--- config.mk ---
export PLATFORM = sky130hd
export DESIGN_NAME = spi_mode_control
export DESIGN_NICKNAME = d
export VERILOG_FILES = /design/src/spi_mode_pkg.sv /design/src/tx_fifo.sv /design/src/spi_mode_control.sv
export SDC_FILE = /design/constraint.sdc
export NUM_CORES = 1
export LEC_CHECK = 0
export BUFFER_PORTS_ARGS = -buffer_cell sky130_fd_sc_hd__buf_2
export CAP_MARGIN = 10
export CELL_PAD_IN_SITES_DETAIL_PLACEMENT = 2
export CELL_PAD_IN_SITES_GLOBAL_PLACEMENT = 2
export CORE_UTILIZATION = 36
export DETAILED_ROUTE_END_ITERATION = 8
export GPL_TIMING_DRIVEN = 0
export PLACE_DENSITY_LB_ADDON = 0.1
export SETUP_SLACK_MARGIN = 0.1
export SLEW_MARGIN = 20
export SYNTH_ARGS = -nofsm -noshare
export SYNTH_HDL_FRONTEND = slang
export SYNTH_SLANG_ARGS = --single-unit
--- constraint.sdc ---
create_clock -name hclk -period 3 [get_ports hclk]
set_input_delay 0.15 -clock hclk [delete_from_list [all_inputs] [get_ports hclk]]
set_output_delay 0.15 -clock hclk [all_outputs]
set_load 0.1 [all_outputs]
--- src/spi_mode_pkg.sv ---
// constants, field layouts and carrier types for the spi mode controller
package spi_mode_pkg;

  // register byte addresses on the ahb-lite bus
  localparam logic [7:0] OFF_MODE_CONFIG = 8'h00;
  localparam logic [7:0] OFF_RATE        = 8'h04;
  localparam logic [7:0] OFF_TX_DATA     = 8'h08;
  localparam logic [7:0] OFF_RX_DATA     = 8'h0c;
  localparam logic [7:0] OFF_STATUS      = 8'h10;

  // serial_port_mode_config fields
  localparam int BIT_CONTINUOUS  = 7;
  localparam int BIT_ENABLE      = 6;
  localparam int BIT_OPEN_DRAIN  = 5;
  localparam int BIT_MASTER      = 4;
  localparam int BIT_CPOL        = 3;
  localparam int BIT_CPHA        = 2;
  localparam int BIT_LSB_FIRST   = 1;
  localparam logic [7:0] MODE_CONFIG_RESET = 8'h00;
  localparam logic [1:0] RATE_RESET        = 2'b00;

  // status register fields
  localparam int BIT_ST_BUSY     = 0;
  localparam int BIT_ST_RX_VALID = 1;
  localparam int BIT_ST_TX_FULL  = 2;
  localparam int BIT_ST_TX_EMPTY = 3;
  localparam int POS_ST_COUNT    = 4;

  // transmit fifo shape
  localparam int FIFO_WIDTH = 8;
  localparam int FIFO_DEPTH = 4;
  localparam int FIFO_CNT_W = 3;

  // serial framing
  localparam logic [4:0] EDGES_PER_BYTE = 5'h10;
  localparam logic [4:0] HALF_DIV_BASE  = 5'h04;
  localparam logic [7:0] SLAVE_FILL     = 8'hff;

  // idle stall between single-byte master transfers
  localparam int CLK_MHZ      = 200;
  localparam int STALL_NS     = 50;
  localparam int STALL_CYCLES = (STALL_NS * CLK_MHZ + 999) / 1000;
  localparam logic [4:0] STALL_LAST = 5'(STALL_CYCLES - 1);

  typedef enum logic [1:0] {
    ST_IDLE,
    ST_XFER,
    ST_STALL
  } xfer_state_t;

  typedef struct packed {
    logic        valid;
    logic        write;
    logic [7:0]  addr;
  } ahb_aphase_t;

  typedef struct packed {
    logic [7:0]  cfg;
    logic [1:0]  rate;
    ahb_aphase_t ap;
    logic [31:0] rdata;
    xfer_state_t mode;
    logic [4:0]  div_cnt;
    logic [4:0]  edge_cnt;
    logic [4:0]  stall_cnt;
    logic [7:0]  tx_byte;
    logic [7:0]  rx_sh;
    logic [7:0]  rx_data;
    logic        rx_valid;
    logic        sclk;
    logic        sclk_prev;
    logic        out_bit;
    logic        ss_n;
  } ctrl_state_t;

endpackage : spi_mode_pkg

--- src/tx_fifo.sv ---
// small synchronous valid/ready fifo holding queued transmit bytes
`timescale 1ns/1ps
module tx_fifo #(
  parameter int WIDTH = 8,
  parameter int DEPTH = 4,
  parameter int CNT_W = 3
) (
  input  wire logic             clk,
  input  wire logic             rst_n,
  input  wire logic             in_valid,
  output logic                  in_ready,
  input  wire logic [WIDTH-1:0] in_data,
  output logic                  out_valid,
  input  wire logic             out_ready,
  output logic      [WIDTH-1:0] out_data,
  output logic      [CNT_W-1:0] count
);
  localparam int PTR_W = $clog2(DEPTH);

  typedef struct packed {
    logic [DEPTH-1:0][WIDTH-1:0] mem;
    logic [PTR_W-1:0]            wr_ptr;
    logic [PTR_W-1:0]            rd_ptr;
    logic [CNT_W-1:0]            cnt;
  } fifo_state_t;

  fifo_state_t q;
  fifo_state_t d;
  logic        push;
  logic        pop;

  assign in_ready  = (q.cnt != CNT_W'(DEPTH));
  assign out_valid = (q.cnt != '0);
  assign out_data  = q.mem[q.rd_ptr];
  assign count     = q.cnt;
  assign push      = in_valid & in_ready;
  assign pop       = out_valid & out_ready;

  always_comb begin
    d = q;
    if (push) begin
      d.mem[q.wr_ptr] = in_data;
      d.wr_ptr = PTR_W'(q.wr_ptr + 1'b1);
    end
    if (pop) begin
      d.rd_ptr = PTR_W'(q.rd_ptr + 1'b1);
    end
    if (push && !pop) begin
      d.cnt = CNT_W'(q.cnt + 1'b1);
    end else if (pop && !push) begin
      d.cnt = CNT_W'(q.cnt - 1'b1);
    end
  end

  always_ff @(posedge clk or negedge rst_n) begin
    if (!rst_n) begin
      q <= '0;
    end else begin
      q <= d;
    end
  end

endmodule : tx_fifo

--- src/spi_mode_control.sv ---
// spi port with mode configuration, ahb-lite registers and framing engine
`timescale 1ns/1ps
module spi_mode_control
  import spi_mode_pkg::*;
(
  input  wire logic        hclk,
  input  wire logic        hresetn,
  input  wire logic        hsel,
  input  wire logic [31:0] haddr,
  input  wire logic [1:0]  htrans,
  input  wire logic        hwrite,
  input  wire logic [2:0]  hsize,
  input  wire logic [31:0] hwdata,
  input  wire logic        hready,
  output logic             hreadyout,
  output logic             hresp,
  output logic      [31:0] hrdata,
  input  wire logic        sclk_i,
  output logic             sclk_o,
  output logic             sclk_oe_n,
  input  wire logic        mosi_i,
  output logic             mosi_o,
  output logic             mosi_oe_n,
  input  wire logic        miso_i,
  output logic             miso_o,
  output logic             miso_oe_n,
  input  wire logic        ss_n_i,
  output logic             ss_n_o,
  output logic             ss_n_oe_n,
  output logic             pullup_en
);

  ctrl_state_t q;
  ctrl_state_t d;

  logic                  fifo_in_valid;
  logic                  fifo_in_ready;
  logic                  fifo_out_valid;
  logic                  fifo_out_ready;
  logic [FIFO_WIDTH-1:0] fifo_out_data;
  logic [FIFO_CNT_W-1:0] fifo_count;

  logic enabled;
  logic master;
  logic cpha;
  logic lsbf;
  logic odrain;
  logic [4:0] half_last;
  logic dp_tx_write;

  // one bit of a byte in transmit order
  function automatic logic pick_bit(input logic [7:0] b,
                                    input logic [3:0] idx,
                                    input logic       lsb_first);
    logic [2:0] i;
    i = idx[2:0];
    if (lsb_first) begin
      pick_bit = b[i];
    end else begin
      pick_bit = b[3'(3'd7 - i)];
    end
  endfunction : pick_bit

  function automatic logic [7:0] reverse8(input logic [7:0] b);
    logic [7:0] r;
    r = '0;
    for (int k = 0; k < 8; k++) begin
      r[k] = b[7 - k];
    end
    reverse8 = r;
  endfunction : reverse8

  assign enabled = q.cfg[BIT_ENABLE];
  assign master  = q.cfg[BIT_MASTER];
  assign cpha    = q.cfg[BIT_CPHA];
  assign lsbf    = q.cfg[BIT_LSB_FIRST];
  assign odrain  = q.cfg[BIT_OPEN_DRAIN];
  // half period of sclk in core cycles: 4, 8, 16 or 32
  assign half_last = 5'((HALF_DIV_BASE << q.rate) - 1'b1);

  // a tx write waits in its data phase while the fifo is full
  assign dp_tx_write   = q.ap.valid & q.ap.write & (q.ap.addr == OFF_TX_DATA);
  assign fifo_in_valid = dp_tx_write;
  assign hreadyout     = ~(dp_tx_write & ~fifo_in_ready);
  assign hresp         = 1'b0;
  assign hrdata        = q.rdata;

  tx_fifo #(
    .WIDTH (FIFO_WIDTH),
    .DEPTH (FIFO_DEPTH),
    .CNT_W (FIFO_CNT_W)
  ) u_tx_fifo (
    .clk       (hclk),
    .rst_n     (hresetn),
    .in_valid  (fifo_in_valid),
    .in_ready  (fifo_in_ready),
    .in_data   (hwdata[FIFO_WIDTH-1:0]),
    .out_valid (fifo_out_valid),
    .out_ready (fifo_out_ready),
    .out_data  (fifo_out_data),
    .count     (fifo_count)
  );

  always_comb begin
    logic       accept;
    logic       tick;
    logic       sedge;
    logic       in_bit;
    logic       done;
    logic       rx_set;
    logic       rx_clr;
    logic [3:0] oidx;
    logic [31:0] rd;
    accept = 1'b0;
    tick   = 1'b0;
    sedge  = 1'b0;
    in_bit = 1'b0;
    done   = 1'b0;
    rx_set = 1'b0;
    rx_clr = 1'b0;
    oidx   = '0;
    rd     = '0;
    d = q;
    fifo_out_ready = 1'b0;

    // register writes land in the data phase
    if (q.ap.valid && q.ap.write && hreadyout) begin
      case (q.ap.addr)
        OFF_MODE_CONFIG: d.cfg  = hwdata[7:0];
        OFF_RATE:        d.rate = hwdata[1:0];
        default:         d.cfg  = d.cfg;
      endcase
    end

    accept = hsel & htrans[1] & hready;
    if (hready) begin
      d.ap.valid = accept;
      d.ap.write = hwrite;
      d.ap.addr  = haddr[7:0];
    end
    if (accept && !hwrite) begin
      case (haddr[7:0])
        OFF_MODE_CONFIG: rd[7:0] = q.cfg;
        OFF_RATE:        rd[1:0] = q.rate;
        OFF_RX_DATA: begin
          rd[7:0] = q.rx_data;
          rx_clr  = 1'b1;
        end
        OFF_STATUS: begin
          rd[BIT_ST_BUSY]     = (q.mode != ST_IDLE);
          rd[BIT_ST_RX_VALID] = q.rx_valid;
          rd[BIT_ST_TX_FULL]  = ~fifo_in_ready;
          rd[BIT_ST_TX_EMPTY] = ~fifo_out_valid;
          rd[POS_ST_COUNT +: FIFO_CNT_W] = fifo_count;
        end
        default: rd = '0;
      endcase
      d.rdata = rd;
    end

    // edge sources: own divider as master, pin edges as slave
    d.sclk_prev = sclk_i;
    if (master) begin
      in_bit = miso_i;
      tick   = (q.div_cnt == half_last);
      d.div_cnt = tick ? 5'h00 : 5'(q.div_cnt + 1'b1);
      sedge  = (q.mode == ST_XFER) && tick
               && (q.edge_cnt != EDGES_PER_BYTE);
    end else begin
      in_bit = mosi_i;
      sedge  = (q.mode == ST_XFER) && !ss_n_i
               && (sclk_i != q.sclk_prev);
    end

    if (!enabled) begin
      d.mode     = ST_IDLE;
      d.ss_n     = 1'b1;
      d.sclk     = q.cfg[BIT_CPOL];
      d.edge_cnt = '0;
    end else begin
      case (q.mode)
        ST_IDLE: begin
          d.sclk = q.cfg[BIT_CPOL];
          d.edge_cnt = '0;
          d.div_cnt  = '0;
          if (master && fifo_out_valid) begin
            fifo_out_ready = 1'b1;
            d.tx_byte = fifo_out_data;
            d.out_bit = pick_bit(fifo_out_data, 4'h0, lsbf);
            d.ss_n    = 1'b0;
            d.mode    = ST_XFER;
          end else if (!master && !ss_n_i) begin
            fifo_out_ready = fifo_out_valid;
            d.tx_byte = fifo_out_valid ? fifo_out_data : SLAVE_FILL;
            d.out_bit = pick_bit(d.tx_byte, 4'h0, lsbf);
            d.mode    = ST_XFER;
          end
        end
        ST_XFER: begin
          if (sedge) begin
            if (q.edge_cnt[0] == cpha) begin
              d.rx_sh = {q.rx_sh[6:0], in_bit};
            end else begin
              oidx = cpha ? q.edge_cnt[4:1]
                          : 4'((q.edge_cnt + 1'b1) >> 1);
              if (!oidx[3]) begin
                d.out_bit = pick_bit(q.tx_byte, oidx, lsbf);
              end
            end
            d.edge_cnt = 5'(q.edge_cnt + 1'b1);
            if (master) begin
              d.sclk = ~q.sclk;
            end
          end
          done = (q.edge_cnt == EDGES_PER_BYTE) && (!master || tick);
          if (!master && ss_n_i) begin
            d.mode = ST_IDLE;
          end else if (done) begin
            rx_set     = 1'b1;
            d.rx_data  = lsbf ? reverse8(q.rx_sh) : q.rx_sh;
            d.edge_cnt = '0;
            if (master) begin
              if (q.cfg[BIT_CONTINUOUS] && fifo_out_valid) begin
                fifo_out_ready = 1'b1;
                d.tx_byte = fifo_out_data;
                d.out_bit = pick_bit(fifo_out_data, 4'h0, lsbf);
              end else begin
                d.ss_n      = 1'b1;
                d.stall_cnt = '0;
                d.mode      = ST_STALL;
              end
            end else begin
              fifo_out_ready = fifo_out_valid;
              d.tx_byte = fifo_out_valid ? fifo_out_data : SLAVE_FILL;
              d.out_bit = pick_bit(d.tx_byte, 4'h0, lsbf);
            end
          end
        end
        ST_STALL: begin
          d.sclk = q.cfg[BIT_CPOL];
          d.stall_cnt = 5'(q.stall_cnt + 1'b1);
          if (q.stall_cnt == STALL_LAST) begin
            d.mode = ST_IDLE;
          end
        end
        default: d.mode = ST_IDLE;
      endcase
    end

    // a byte landing in the cycle of an rx read keeps its flag
    if (rx_set) begin
      d.rx_valid = 1'b1;
    end else if (rx_clr) begin
      d.rx_valid = 1'b0;
    end
  end

  always_ff @(posedge hclk or negedge hresetn) begin
    if (!hresetn) begin
      q      <= '0;
      q.cfg  <= MODE_CONFIG_RESET;
      q.rate <= RATE_RESET;
      q.ss_n <= 1'b1;
      q.mode <= ST_IDLE;
    end else begin
      q <= d;
    end
  end

  // pin drivers: open drain only ever pulls low, oe_n low means driving
  always_comb begin
    logic drv_m;
    logic drv_s;
    drv_m = enabled & master;
    drv_s = enabled & ~master & ~ss_n_i & (q.mode == ST_XFER);
    pullup_en = enabled & ~odrain;
    if (odrain) begin
      sclk_o    = 1'b0;
      mosi_o    = 1'b0;
      miso_o    = 1'b0;
      ss_n_o    = 1'b0;
      sclk_oe_n = ~drv_m | q.sclk;
      mosi_oe_n = ~drv_m | q.out_bit;
      ss_n_oe_n = ~drv_m | q.ss_n;
      miso_oe_n = ~drv_s | q.out_bit;
    end else begin
      sclk_o    = q.sclk;
      mosi_o    = q.out_bit;
      miso_o    = q.out_bit;
      ss_n_o    = q.ss_n;
      sclk_oe_n = ~drv_m;
      mosi_oe_n = ~drv_m;
      ss_n_oe_n = ~drv_m;
      miso_oe_n = ~drv_s;
    end
  end

endmodule : spi_mode_control

* Word-level counts from Yosys, hierarchy flattened
Cells that the tools add are included.
W data, S select, Z words.
** Storage, ports and cells
- Flip-flop bits (word level) :: 113
- Bits in latches :: 0
- Memory bits (writable) :: 0
- Bits in read-only memories :: 0
- Output and inout bits :: 43
- Memories kept :: 0
** Cells by class
- Add/sub/neg operators :: 9
- $mul :: 0
- Divide/modulo/power cells :: 0
- Order comparisons :: 5
- Equality and inequality tests :: 33
- Shifts and indexed selects :: 1
- Multiplexer cells :: 90
- Bitwise logic cells :: 26
- Reduce and logical (&&, ||, !) cells :: 41
** Operators with widths (number)
- $mux W8 :: 8
- $mux W1 :: 44
- $mux W5 :: 8
- $mux W18 :: 2
- $bwmux W32 :: 1
- $ne A3 B3 Y1 const B :: 10
- $mux W2 :: 10
- $pmux W5 S2 :: 2
- $reduce_and A6 Y1 :: 3
- $bmux W8 S2 :: 1
- $demux W8 S2 :: 1
- $eq A8 B3 Y1 const B :: 2
- $eq A8 B4 Y1 const B :: 2
- $logic_not A8 Y1 :: 2
- $ne A4 B4 Y1 const B :: 4
- $pmux W8 S2 :: 1
- $add A5 B1 Y5 const B :: 3
- $logic_and A1 B1 Y1 :: 15
- $pmux W5 S3 :: 1
- $and A1 B1 Y1 :: 12
- $not A1 Y1 :: 10
- $reduce_bool A2 Y1 :: 5
- $eq A8 B5 Y1 const B :: 1
- $lt A3 B4 Y1 const B :: 2
- 36 further kinds :: 55

* Logic depth before layout (Yosys ltp)
Gate-level depths: netlist (run 1).
- Depth after elaboration :: 15
- Mapped depth :: 11

* Cells and area by module
A second synthesis (run 1) with hierarchy kept.
** Unflattened totals
- Cells, all modules :: 538
- Area total of the unflattened synthesis :: 6167.2 um^2
** By module, submodules not included
- spi_mode_control :: times used 1, cells each 421, area each 4194.0 um^2
- tx_fifo :: times used 1, cells each 117, area each 1973.1 um^2

* Worst setup path before layout (run 1)
OpenSTA, ideal clock, no wires.
- Kind :: reg-to-output
- From :: reg q, in the netlist odrain
- To :: out mosi_o
- Arrival :: 2.390 ns
- Data required time :: 2.850 ns
- Path slack :: 0.460 ns
- Cell stages (with the launch flop) :: 4
- Path buffers :: 2
- Cells stage by stage :: dfrtp_1 > clkbuf_1 > nor2b_1 > buf_4
** On the way
- Cells in the longest elaborated chain, start to end :: 1
** Ends and longest elaborated chain
- start: declaration :: line spi_mode_control.sv:33 : ctrl_state_t q;
- $mux W1
- end: declaration :: line spi_mode_control.sv:22 : output logic mosi_o,
No other way between the ends.

* Final worst setup path (run 1)
- From :: reg q[83] in the netlist's numbering
- To :: reg u_tx_fifo.q, in the netlist u_tx_fifo.count[2]
** On the way
- Cells in the longest elaborated chain, start to end :: 6
- Elaborated cells on any way between the ends :: 8
- Those cells by class :: eq/ne: 1; mux: 1; bitwise: 2; reduce/logical: 4
** Ends and longest elaborated chain
- $eq A8 B4 Y1 * :: line spi_mode_control.sv:82 : assign dp_tx_write = q.ap.valid & q.ap.write & (q.ap.addr == OFF_TX_DATA);
- $and A1 B1 Y1 * :: line spi_mode_control.sv:82
- $and A1 B1 Y1 * :: line tx_fifo.sv:36 : assign push = in_valid & in_ready;
- via u_tx_fifo.push :: line tx_fifo.sv:29 : logic push;
- $logic_not A1 Y1 :: line tx_fifo.sv:50 : end else if (pop && !push) begin
- $logic_and A1 B1 Y1 :: line tx_fifo.sv:50
- $reduce_bool A2 Y1 (no source line)
- end signal: assignment :: line tx_fifo.sv:57 : q <= '0;
- end signal: assignment :: line tx_fifo.sv:59 : q <= d;
- end: declaration :: line tx_fifo.sv:27 : fifo_state_t q;
The timed path passes the listed nets; every way through them passes the cells marked *.
A chain may end at the register's enable or synchronous reset.

==> impl_metrics.csv, run 1 <==
group,metric,value,unit
critical_path,worstSetupStartpointType,"flop",
die,coreArea,16100,um^2
logic_synthesis,synth_edf_count,0,
status,status,"finished, violations left",
timing,fin_crit_sh,93.3,%
timing,slew_violations,0,
layout,utilization,45.4,%
critical_path,worstSetupPathType,"flop to flop",
die,fp-row-count,46,
drt,wirelength,16700,um
hold_path,min_path_type,"primary input to flop",
critical_path,worstPathRequired,3.33,ns
drt,drc_errors,0,
placement,place_congestion,0.778,
layout,layout-area-overhead-vs-synth,21.5,%
clock_network,cts_tree,"yes",
clock_network,ctsHtreeMaxLevel,4,
layout,layout_common_cells,"dfrtp_1, mux2_2, nor2_1",
layout,final_cell_count_no_fill,863,
timing,hold_slack,-0.00721,ns
pwr,p_per_area,763,nW/um^2
logic_synthesis,synth_cell_types,61,
timing,worstMarginPinSlew,0.804,ns
global_route,antenna_found_initial,0,
logic_synthesis,synth_seq_cells,113,
drt,ant_nets,0,
clock_network,cts.reportedPaths.clkPinSlew,0.06,ns
die,design.die.area,17200,um^2
global_route,grt_pass1_wl,27800,um
status,violations,"negative hold slack",
placement,dp_hpwl,11700,um
logic_synthesis,synth_top_area_share,46.7,%
global_route,overflow,0,
layout,fillers,1658,
global_route,grt_pass1_vias,5042,
global_route,grt_max_degree,68,
timing,fmax,357,MHz
drt,num_vias,4391,
logic_synthesis,netlist_area,6010,um^2
global_route,grt_usage,20.8,%
die,die-width,131,um
logic_synthesis,ys_top_cells_by_area,"dfrtp_1, mux2_2, mux2i_1",
timing,finalCriticalPeriod,2.80,ns
logic_synthesis,async_reset_ff_share,100,%
pwr,cellLeakagePower,3.23,nW
timing,hold_violations,1,
die,fp.dieH,131,um
layout,fin_nets,723,
logic_synthesis,synth_top_cell_by_area,"dfrtp_1",
logic_synthesis,yosysWarnings,0,
placement,port-buffer-count,41,
timing,finClkSkew,0.00942,ns
timing,rsz0062_at_grt,"yes",
clock_network,clockBufferDepth,2,
clock_network,clock_sinks,113,
drt,avgViaCountPerCell,5.09,
drt,first_pass_iters,4,
timing,slew_headroom,46.1,%
critical_path,crit_path_end_kind,"flop",
logic_synthesis,ys.flop_type,"dfrtp_1",
layout,antenna_cells,0,
timing,setup_viol,0,
clock_network,clock_latency,0.41,ns
clock_network,numCtsBuffers,17,
run,cap_violations,0,
die,start_util,37.4,%
logic_synthesis,synth.avg_cell_area,11.1,um^2
die,ios,121,
drt,wire_per_inst,19.3,um
critical_path,cp_max_fo,8,
timing,setup_tns,0,ns
layout,layout_commonest_cell,"dfrtp_1",
logic_synthesis,synthCells,540,
logic_synthesis,ys_seq_area_share,47.1,%
pwr,power,5.57,mW
critical_path,worst_ep_arrival_time,3.13,ns
layout,layout-drive-gt1-share,30.3,%
drt,drtIter0Drc,179,
pwr,vdd_drop_max,0.438,mV
clock_network,clockRootBuffer,"clkbuf_16",
placement,place_inst,822,
## power breakdown
| part | internal [mW] | leakage [nW] | switching (mW) |
|---|---|---|---|
| logic | 0.632 | 1.55 | 1.04 |
| registers | 1.75 | 1.41 | 0.201 |
| clock network | 1.19 | 0.262 | 0.755 |
## metrics by stage
stage	setup WS [ns]	area, um^2
6_report	0.202	7300
5_1_grt	0.0337	7300
4_1_cts	0.147	7250
3_5_place_dp	0.175	6610
3_3_place_gp	0.176	6570
2_1_floorplan	0.460	6100
## Yosys cell counts (3+ instances only)
master	n
nand3_1	9
dfrtp_1	112
nor2_1	51
xnor2_1	9
a22o_1	3
mux2_2	57
ha_1	10
o21ai_0	15
a22oi_1	5
inv_1	18
or3_1	4
buf_4	34
buf_2	5
a21oi_1	29
nand2_1	38
mux2i_1	27
nor2b_1	12
a31oi_1	5
nand4_1	6
nor3b_1	4
a21o_1	5
nor3_1	6
clkbuf_1	12
xor2_1	9
mux4_2	12
## layer usage
layer	routed length [um]	GRT usage, %
met2	8810	37.0
met5	0	0
met1	7330	25.7
met3	417	4.09
met4	123	5.10
## worst max-delay path, stage by stage (launching register included)
cell and delay [ns]:
dfrtp_1 0.39, nor4_2 0.34, nand4_1 0.25, nor3b_2 0.25
nor2b_1 0.18, clkbuf_4 0.22, ha_1 0.20, inv_1 0.07
fa_1 0.37, xor2_1 0.17, nor2_1 0.12, xor2_1 0.15
## cell type report
cell class | instances | area [um^2] | area share [%]
Clock buffer | 21 | 460 | 6.31
Buffer | 52 | 332 | 4.54
Sequential cell | 113 | 2830 | 38.8
Multi-Input combinational cell | 381 | 2900 | 39.8
Timing Repair Buffer | 51 | 327 | 4.48
Tap cell | 216 | 270 | 3.70
Clock inverter | 11 | 108 | 1.47
Inverter | 18 | 67.6 | 0.926
## worst paths after layout
kind / end / from / slack (ns) / cells after the start
min in group asynchronous: q[38] / hresetn / 0.29 / 2
setup reg to reg: u_tx_fifo.count[2] / q[83] / 0.20 / 11
max in group asynchronous: q[81] / hresetn / 2.01 / 3
setup / recovery: u_tx_fifo.count[2] / q[83] / 0.20 / 11
hold / removal: q[87] / htrans[1] / -0.007 / 3
hold reg to reg: q[4] / q[4] / 0.48 / 1
## state kept, by name, summed over array words and instances, names as in the netlist
name and flops:
cpha 1, lsbf 1, odrain 1, u_tx_fifo.q 36
master 1, u_tx_fifo.count 3, enabled 1, q 61
hrdata 8
## cells by family after synthesis
family / synth area share [%]
AOI/OAI and AO/OA: 9.94
xor gates and xnor gates: 2.63
adders and majority gates: 2.42
buffers and inverters: 6.60
DFF: 47.1
muxes: 19.9
other: 0.0624
and+or+nand+nor: 11.4
## what timing repair did
action | 4_1_cts | 5_1_grt
buffers inserted | 0 | 1
gates resized for setup | 0 | 6
hold endpoints to repair | 52 | 0
endpoints found under the setup margin | 0 | 10
hold buffers | 8 | 0
(Power assumes the default switching activity.)
==> inputs of run 2 (changes only) <==
--- a/config.mk
+++ b/config.mk
@@ -9,6 +9,7 @@
 export CAP_MARGIN = 10
 export CELL_PAD_IN_SITES_DETAIL_PLACEMENT = 2
 export CELL_PAD_IN_SITES_GLOBAL_PLACEMENT = 2
+export CORE_ASPECT_RATIO = 0.7
 export CORE_UTILIZATION = 36
 export DETAILED_ROUTE_END_ITERATION = 8
 export GPL_TIMING_DRIVEN = 0
@@ -17,4 +18,5 @@
 export SLEW_MARGIN = 20
 export SYNTH_ARGS = -nofsm -noshare
 export SYNTH_HDL_FRONTEND = slang
+export SYNTH_HIERARCHICAL = 1
 export SYNTH_SLANG_ARGS = --single-unit
==> impl_metrics.csv, run 2 <==
group,metric,value,unit
critical_path,cp_common_cell,"xor2_1",
layout,fin_nets,733,
drt,num_vias,4423,
critical_path,cpPeakStageDelay,0.47,ns
layout,layout_commonest_cell,"dfrtp_1",
critical_path,rrSetupSlack,0.14,ns
clock_network,ctsHtreeMaxLevel,4,
drt,wire_per_inst,19.9,um
logic_synthesis,synth_seq_cells,113,
pwr,cellLeakagePower,3.50,nW
logic_synthesis,ys_top_cells_by_area,"dfrtp_1, mux2_4, buf_4",
timing,finalCriticalPeriod,2.86,ns
logic_synthesis,synth.avg_cell_area,11.5,um^2
drt,avgViaCountPerCell,5.01,
timing,slew_headroom,33.7,%
global_route,antenna_found_initial,0,
global_route,grt_pass1_vias,5007,
timing,rsz0062_at_grt,"yes",
die,design.die.area,17700,um^2
logic_synthesis,ys.flop_type,"dfrtp_1",
timing,fin_crit_sh,95.3,%
hold_path,min_path_type,"primary input to flop",
critical_path,crit_path_end_kind,"flop",
clock_network,clock_latency,0.42,ns
drt,ant_nets,0,
drt,drc_errors,0,
critical_path,worstSetupStartpointType,"flop",
layout,antenna_cells,0,
layout,layout-area-overhead-vs-synth,23.7,%
clock_network,numCtsBuffers,17,
critical_path,critPathLaunch,"u_tx_fifo/count[0]",
critical_path,worst_ep_arrival_time,3.19,ns
die,ios,121,
timing,fmax,350,MHz
timing,slew_violations,0,
pwr,p_per_area,578,nW/um^2
clock_network,clockRootBuffer,"clkbuf_16",
logic_synthesis,synthCells,538,
timing,finClkSkew,0.00804,ns
run,cap_violations,0,
global_route,overflow,0,
drt,wirelength,17500,um
logic_synthesis,synth_top_cell_by_area,"dfrtp_1",
layout,layout_common_cells,"dfrtp_1, nor2_1, buf_2, buf_4, a21oi_1",
critical_path,critPathCapture,"u_tx_fifo/count[2]",
placement,dpl_worst_slack,-0.172,ns
critical_path,r2r_end,"u_tx_fifo/count[2]",
logic_synthesis,synth_edf_count,0,
drt,first_pass_iters,6,
global_route,grt_usage,21.6,%
placement,place_inst,831,
global_route,grt_max_degree,64,
timing,worstMarginPinSlew,0.985,ns
pwr,power,4.41,mW
clock_network,clockBufferDepth,2,
logic_synthesis,ys_seq_area_share,45.9,%
logic_synthesis,synth_cell_types,64,
logic_synthesis,netlist_area,6170,um^2
layout,layout-drive-gt1-share,33.2,%
critical_path,reg2regPathDepth,12,
clock_network,cts.reportedPaths.clkPinSlew,0.06,ns
placement,port-buffer-count,43,
clock_network,clock_sinks,113,
placement,dp_hpwl,12100,um
die,start_util,37.3,%
critical_path,r2r-start,"u_tx_fifo/count[0]",
critical_path,slowest_stage,"or3_4",
status,status,"complete, no violations",
critical_path,worstSetupPathType,"flop to flop",
logic_synthesis,post-synth-top-count-cell,"dfrtp_1",
layout,fillers,1670,
logic_synthesis,yosysWarnings,6,
timing,setup_slack,0.141,ns
die,coreArea,16500,um^2
logic_synthesis,ys_top_cells_by_count,"dfrtp_1, nor2_1, a21oi_1, buf_4, mux2_4",
timing,hold_slack,0.0191,ns
layout,final_cell_count_no_fill,882,
logic_synthesis,async_reset_ff_share,100,%
die,die-width,158,um
critical_path,worstPathRequired,3.34,ns
layout,largest_reg_flops,61,
layout,largest_register,"q",
die,fp-row-count,39,
placement,place_congestion,0.799,
timing,hold_violations,0,
critical_path,crit_path_cell_trace,"or3_4, nand2_2, nor2_2, a31oi_1, nor3_2, nand2_1, ha_2, inv_1, fa_1, xor2_1, nor2_1, xor2_1",
timing,setup_viol,0,
clock_network,cts_tree,"yes",
die,fp.dieH,112,um
pwr,vdd_drop_max,0.293,mV
drt,drtIter0Drc,198,
global_route,grt_pass1_wl,28300,um
logic_synthesis,synth_top_area_share,45.4,%
critical_path,cp_max_fo,9,
timing,setup_tns,0,ns
run 2: cell types whose count changed in the layout (fill, tap and decap cells not counted), moves of 10 or more:
cell	delta
mux2_4	+32
mux2_2	-41
o21ai_1	+13
nand2_1	-10
mux2_1	+13
buf_4	+11
o21ai_0	-11
mux2i_1	-10
run 2: per-stage QoR:
stage          util [%]  cell area (um^2)
6_report           46.1              7630
5_1_grt            46.1              7630
4_1_cts            45.7              7560
3_5_place_dp       41.0              6790
3_3_place_gp       40.8              6750
2_1_floorplan         -              6260
run 2: how the worst min path moves through the flow:
stage,from,to,slack (ns),cells past startpoint
finish,hready,q[82],0.02,2
global route,hready,q[82],0.02,2
CTS,hready,q[82],0.002,2
detailed placement,hresetn,q[36],0.14,1
global placement,sclk_i,q[2],0.28,1
floorplan,hresetn,cpha,-0.15,0
run 2: power by group:
part | internal (mW) | total (mW) | switching, mW
Clock | 1.31 | 2.09 | 0.783
Sequential | 1.60 | 1.68 | 0.0828
Combinational | 0.206 | 0.643 | 0.437
run 2: metal layers:
layer	GRT usage [%]	up-vias	wire (um)
li1	-	2067	-
met1	30.5	2268	8700
met2	33.2	71	8190
met3	4.48	17	422
met4	6.47	0	206
met5	0	-	0
run 2: critical path: cells and delay by family, from the launching register on:
kind,cells,cell delay (ns)
simple gates,6,1.07
fa+ha+maj,2,0.58
flops,1,0.45
xor+xnor,2,0.37
compound gates,1,0.26
buf+inv,1,0.05
run 2: repair_timing:
action / 4_1_cts / 5_1_grt
cloned: 0 / 0
pin swaps: 4 / 6
hold endpoints to repair: 58 / 0
setup endpoints to repair: 2 / 3
gates resized for setup: 12 / 8
hold buffers: 11 / 0
buffers inserted: 3 / 6
run 2: final cells by class:
| type | instances | area, um^2 | share of cell area (%) |
|---|---|---|---|
| repair buffers | 64 | 427 | 5.59 |
| well taps | 225 | 282 | 3.69 |
| plain buffers | 61 | 425 | 5.58 |
| flip-flops and latches | 113 | 2830 | 37.1 |
| clock buffers | 19 | 433 | 5.67 |
| multi-input cells | 375 | 3030 | 39.7 |
| clock inverters | 13 | 161 | 2.12 |
| inverters | 12 | 45.0 | 0.590 |
run 2: logic make-up (layout without fill, tap and decap cells):
family	count (synthesis)	count (layout)	share of synthesized area, %
other	1	25	0.0608
and+or+nand+nor	140	140	11.9
AOI/OAI and AO/OA	88	88	8.78
DFF	113	113	45.9
adders and majority gates	11	11	2.35
xor gates and xnor gates	19	19	2.70
muxes	92	92	20.9
buffers and inverters	74	169	7.45
==> inputs of run 3 (changes only) <==
--- a/config.mk
+++ b/config.mk
@@ -5,12 +5,14 @@
 export SDC_FILE = /design/constraint.sdc
 export NUM_CORES = 1
 export LEC_CHECK = 0
+export ABC_AREA = 1
 export BUFFER_PORTS_ARGS = -buffer_cell sky130_fd_sc_hd__buf_2
 export CAP_MARGIN = 10
 export CELL_PAD_IN_SITES_DETAIL_PLACEMENT = 2
 export CELL_PAD_IN_SITES_GLOBAL_PLACEMENT = 2
 export CORE_ASPECT_RATIO = 0.7
-export CORE_UTILIZATION = 36
+export CORE_MARGIN = 8
+export CORE_UTILIZATION = 32
 export DETAILED_ROUTE_END_ITERATION = 8
 export GPL_TIMING_DRIVEN = 0
 export PLACE_DENSITY_LB_ADDON = 0.1
==> impl_metrics.csv, run 3 <==
group,metric,value,unit
die,fp.dieH,137,um
critical_path,path_delay_family,"adder cells",
global_route,grt_pass1_vias,6737,
pwr,vdd_drop_max,0.448,mV
drt,wire_per_inst,18.4,um
layout,largest_reg_flops,61,
logic_synthesis,synth_adder_area_share,2.18,%
die,start_util,32.4,%
layout,fin_nets,1057,
die,coreArea,20500,um^2
critical_path,worstSetupPathType,"flop to flop",
logic_synthesis,yosys-mux-area-fraction,1.92,%
layout,layout-area-overhead-vs-synth,22.2,%
critical_path,rrSetupSlack,0.32,ns
global_route,grt_max_degree,49,
logic_synthesis,ys_seq_area_share,42.6,%
timing,finClkSkew,0.00626,ns
logic_synthesis,synth_seq_cells,113,
clock_network,ctsHtreeMaxLevel,4,
logic_synthesis,synthCells,869,
layout,antenna_cells,0,
drt,wl_met3,711,um
die,design.die.area,25700,um^2
logic_synthesis,synth_cell_types,45,
timing,fmax,373,MHz
critical_path,cpPeakStageDelay,0.46,ns
clock_network,clockRootBuffer,"clkbuf_16",
global_route,overflow,0,
placement,place_congestion,0.767,
critical_path,worst_ep_arrival_time,2.99,ns
drt,wirelength,23100,um
logic_synthesis,yosysWarnings,6,
timing,slew_headroom,54.4,%
placement,dpl_worst_slack,-0.120,ns
drt,drt-met1-wl,11700,um
logic_synthesis,post-synth-top-count-cell,"nand2_1",
logic_synthesis,synth-simple-area-share,29.4,%
global_route,grt_usage,18.5,%
logic_synthesis,ys_top_cells_by_area,"dfrtp_1, nand2_1, o21ai_0",
drt,drc_errors,0,
placement,dp_hpwl,16900,um
critical_path,worstPathRequired,3.31,ns
timing,rsz0062_at_grt,"no",
logic_synthesis,synth_top_cell_by_area,"dfrtp_1",
layout,largest_register,"q",
logic_synthesis,synth_edf_count,0,
critical_path,cp.depth,13,
placement,place_inst,1213,
pwr,p_per_area,744,nW/um^2
critical_path,cp_common_cell,"nand2_1",
logic_synthesis,yosys.area_share.xor_xnor,0.922,%
global_route,grt_pass1_wl,37500,um
logic_synthesis,synth_top_area_share,42.2,%
placement,port-buffer-count,42,
critical_path,cp_max_fo,6,
global_route,antenna_found_initial,0,
timing,hold_violations,0,
hold_path,min_path_type,"primary input to flop",
drt,met2_length,10500,um
logic_synthesis,async_reset_ff_share,100,%
critical_path,crit_path_cell_trace,"inv_1, ha_1, nand2_1, nor2_4, a21boi_4, nand4_1, a21oi_4, nand2_2, ha_1, inv_1, fa_1, nand2_1, nand2_1",
layout,layout_common_cells,"nand2_1, dfrtp_1, inv_1",
clock_network,clock_sinks,113,
clock_network,clock_latency,0.42,ns
logic_synthesis,synth_top_family_by_area,"simple AND/OR/NAND/NOR gates",
drt,avgViaCountPerCell,4.94,
pwr,cellLeakagePower,4.11,nW
critical_path,reg2regPathDepth,13,
timing,setup_slack,0.319,ns
logic_synthesis,synth_compound_area_share,10.4,%
critical_path,slowest_stage,"dfrtp_1",
layout,final_cell_count_no_fill,1257,
timing,setup_viol,0,
drt,num_vias,6204,
drt,first_pass_iters,4,
critical_path,worstSetupStartpointType,"flop",
layout,layout_commonest_cell,"nand2_1",
clock_network,cts.reportedPaths.clkPinSlew,0.06,ns
timing,setup_tns,0,ns
logic_synthesis,synth.avg_cell_area,7.65,um^2
drt,dr.max_layer_used,"met4",
drt,ant_nets,0,
clock_network,numCtsBuffers,17,
drt,drtIter0Drc,265,
timing,slew_violations,0,
timing,finalCriticalPeriod,2.68,ns
die,die-width,188,um
layout,layout-drive-gt1-share,18.7,%
layout,fillers,2378,
timing,hold_slack,0.0377,ns
critical_path,crit_buf_inv,2,
status,status,"complete, no violations",
hold_path,hold_depth,3,
timing,fin_crit_sh,89.4,%
logic_synthesis,netlist_area,6650,um^2
critical_path,crit_path_end_kind,"flop",
logic_synthesis,ys_top_cells_by_count,"nand2_1, dfrtp_1, inv_1",
clock_network,clockBufferDepth,2,
logic_synthesis,ys.flop_type,"dfrtp_1",
timing,worstMarginPinSlew,0.684,ns
die,fp-row-count,44,
die,ios,121,
clock_network,cts_tree,"yes",
run,cap_violations,0,
## run 3: cells by family after synthesis
family          count (synthesis)
simple gates                  440
buf+inv                       159
compound gates                126
flops                         113
mux                            12
fa+ha+maj                      11
xor+xnor                        7
other cells                     1
## run 3: tightest hold or removal path: stages
cell,delay [ns]
buf_2,0.14
nand2_1,0.06
o21ai_0,0.06
## run 3: final timing paths
path,start,endpoint
max reg2reg,q[34],u_tx_fifo/count[1]
min in group asynchronous,hresetn,q[84]
max in group asynchronous,hresetn,q[0]
min reg2reg,u_tx_fifo/q[34],u_tx_fifo/q[34]
min,haddr[2],q[80]
max,q[34],u_tx_fifo/count[1]
## run 3: stage by stage
step	cell area (um^2)	power (mW)	utilization, %
global placement	7290	3.85	35.5
floorplan	6740	3.31	-
global route	8130	6.39	39.6
finish	8130	6.05	39.6
detailed placement	7350	3.94	35.8
CTS	8070	6.08	39.3
## run 3: area by class of cell
class | instances | area (um^2) | share of cell area [%]
multi-input cells | 621 | 3130 | 38.6
flip-flops and latches | 113 | 2830 | 34.8
plain buffers | 67 | 489 | 6.02
clock buffers | 21 | 470 | 5.79
repair buffers | 56 | 379 | 4.67
inverters | 92 | 347 | 4.27
well taps | 276 | 345 | 4.25
clock inverters | 11 | 130 | 1.60
## run 3: routing by layer
layer / vias to the layer above / GRT usage [%]
met5: - / 0
met4: 0 / 4.41
met3: 17 / 3.82
met2: 91 / 29.4
met1: 3144 / 25.4
li1: 2952 / -
## run 3: repair_timing
item / CTS / global route
hold endpoints to repair: 82 / 0
pin swaps: 0 / 1
endpoints found under the setup margin: 2 / 2
gates resized for setup: 4 / 8
buffers inserted: 1 / 1
hold buffers: 10 / 0
## run 3: power by group
| group | total [mW] | internal [mW] | leakage (nW) | switching [mW] |
|---|---|---|---|---|
| logic | 2.05 | 0.588 | 2.53 | 1.46 |
| clock network | 2.07 | 1.29 | 0.282 | 0.781 |
| registers | 1.92 | 1.73 | 1.30 | 0.196 |
| total | 6.05 | 3.61 | 4.11 | 2.44 |
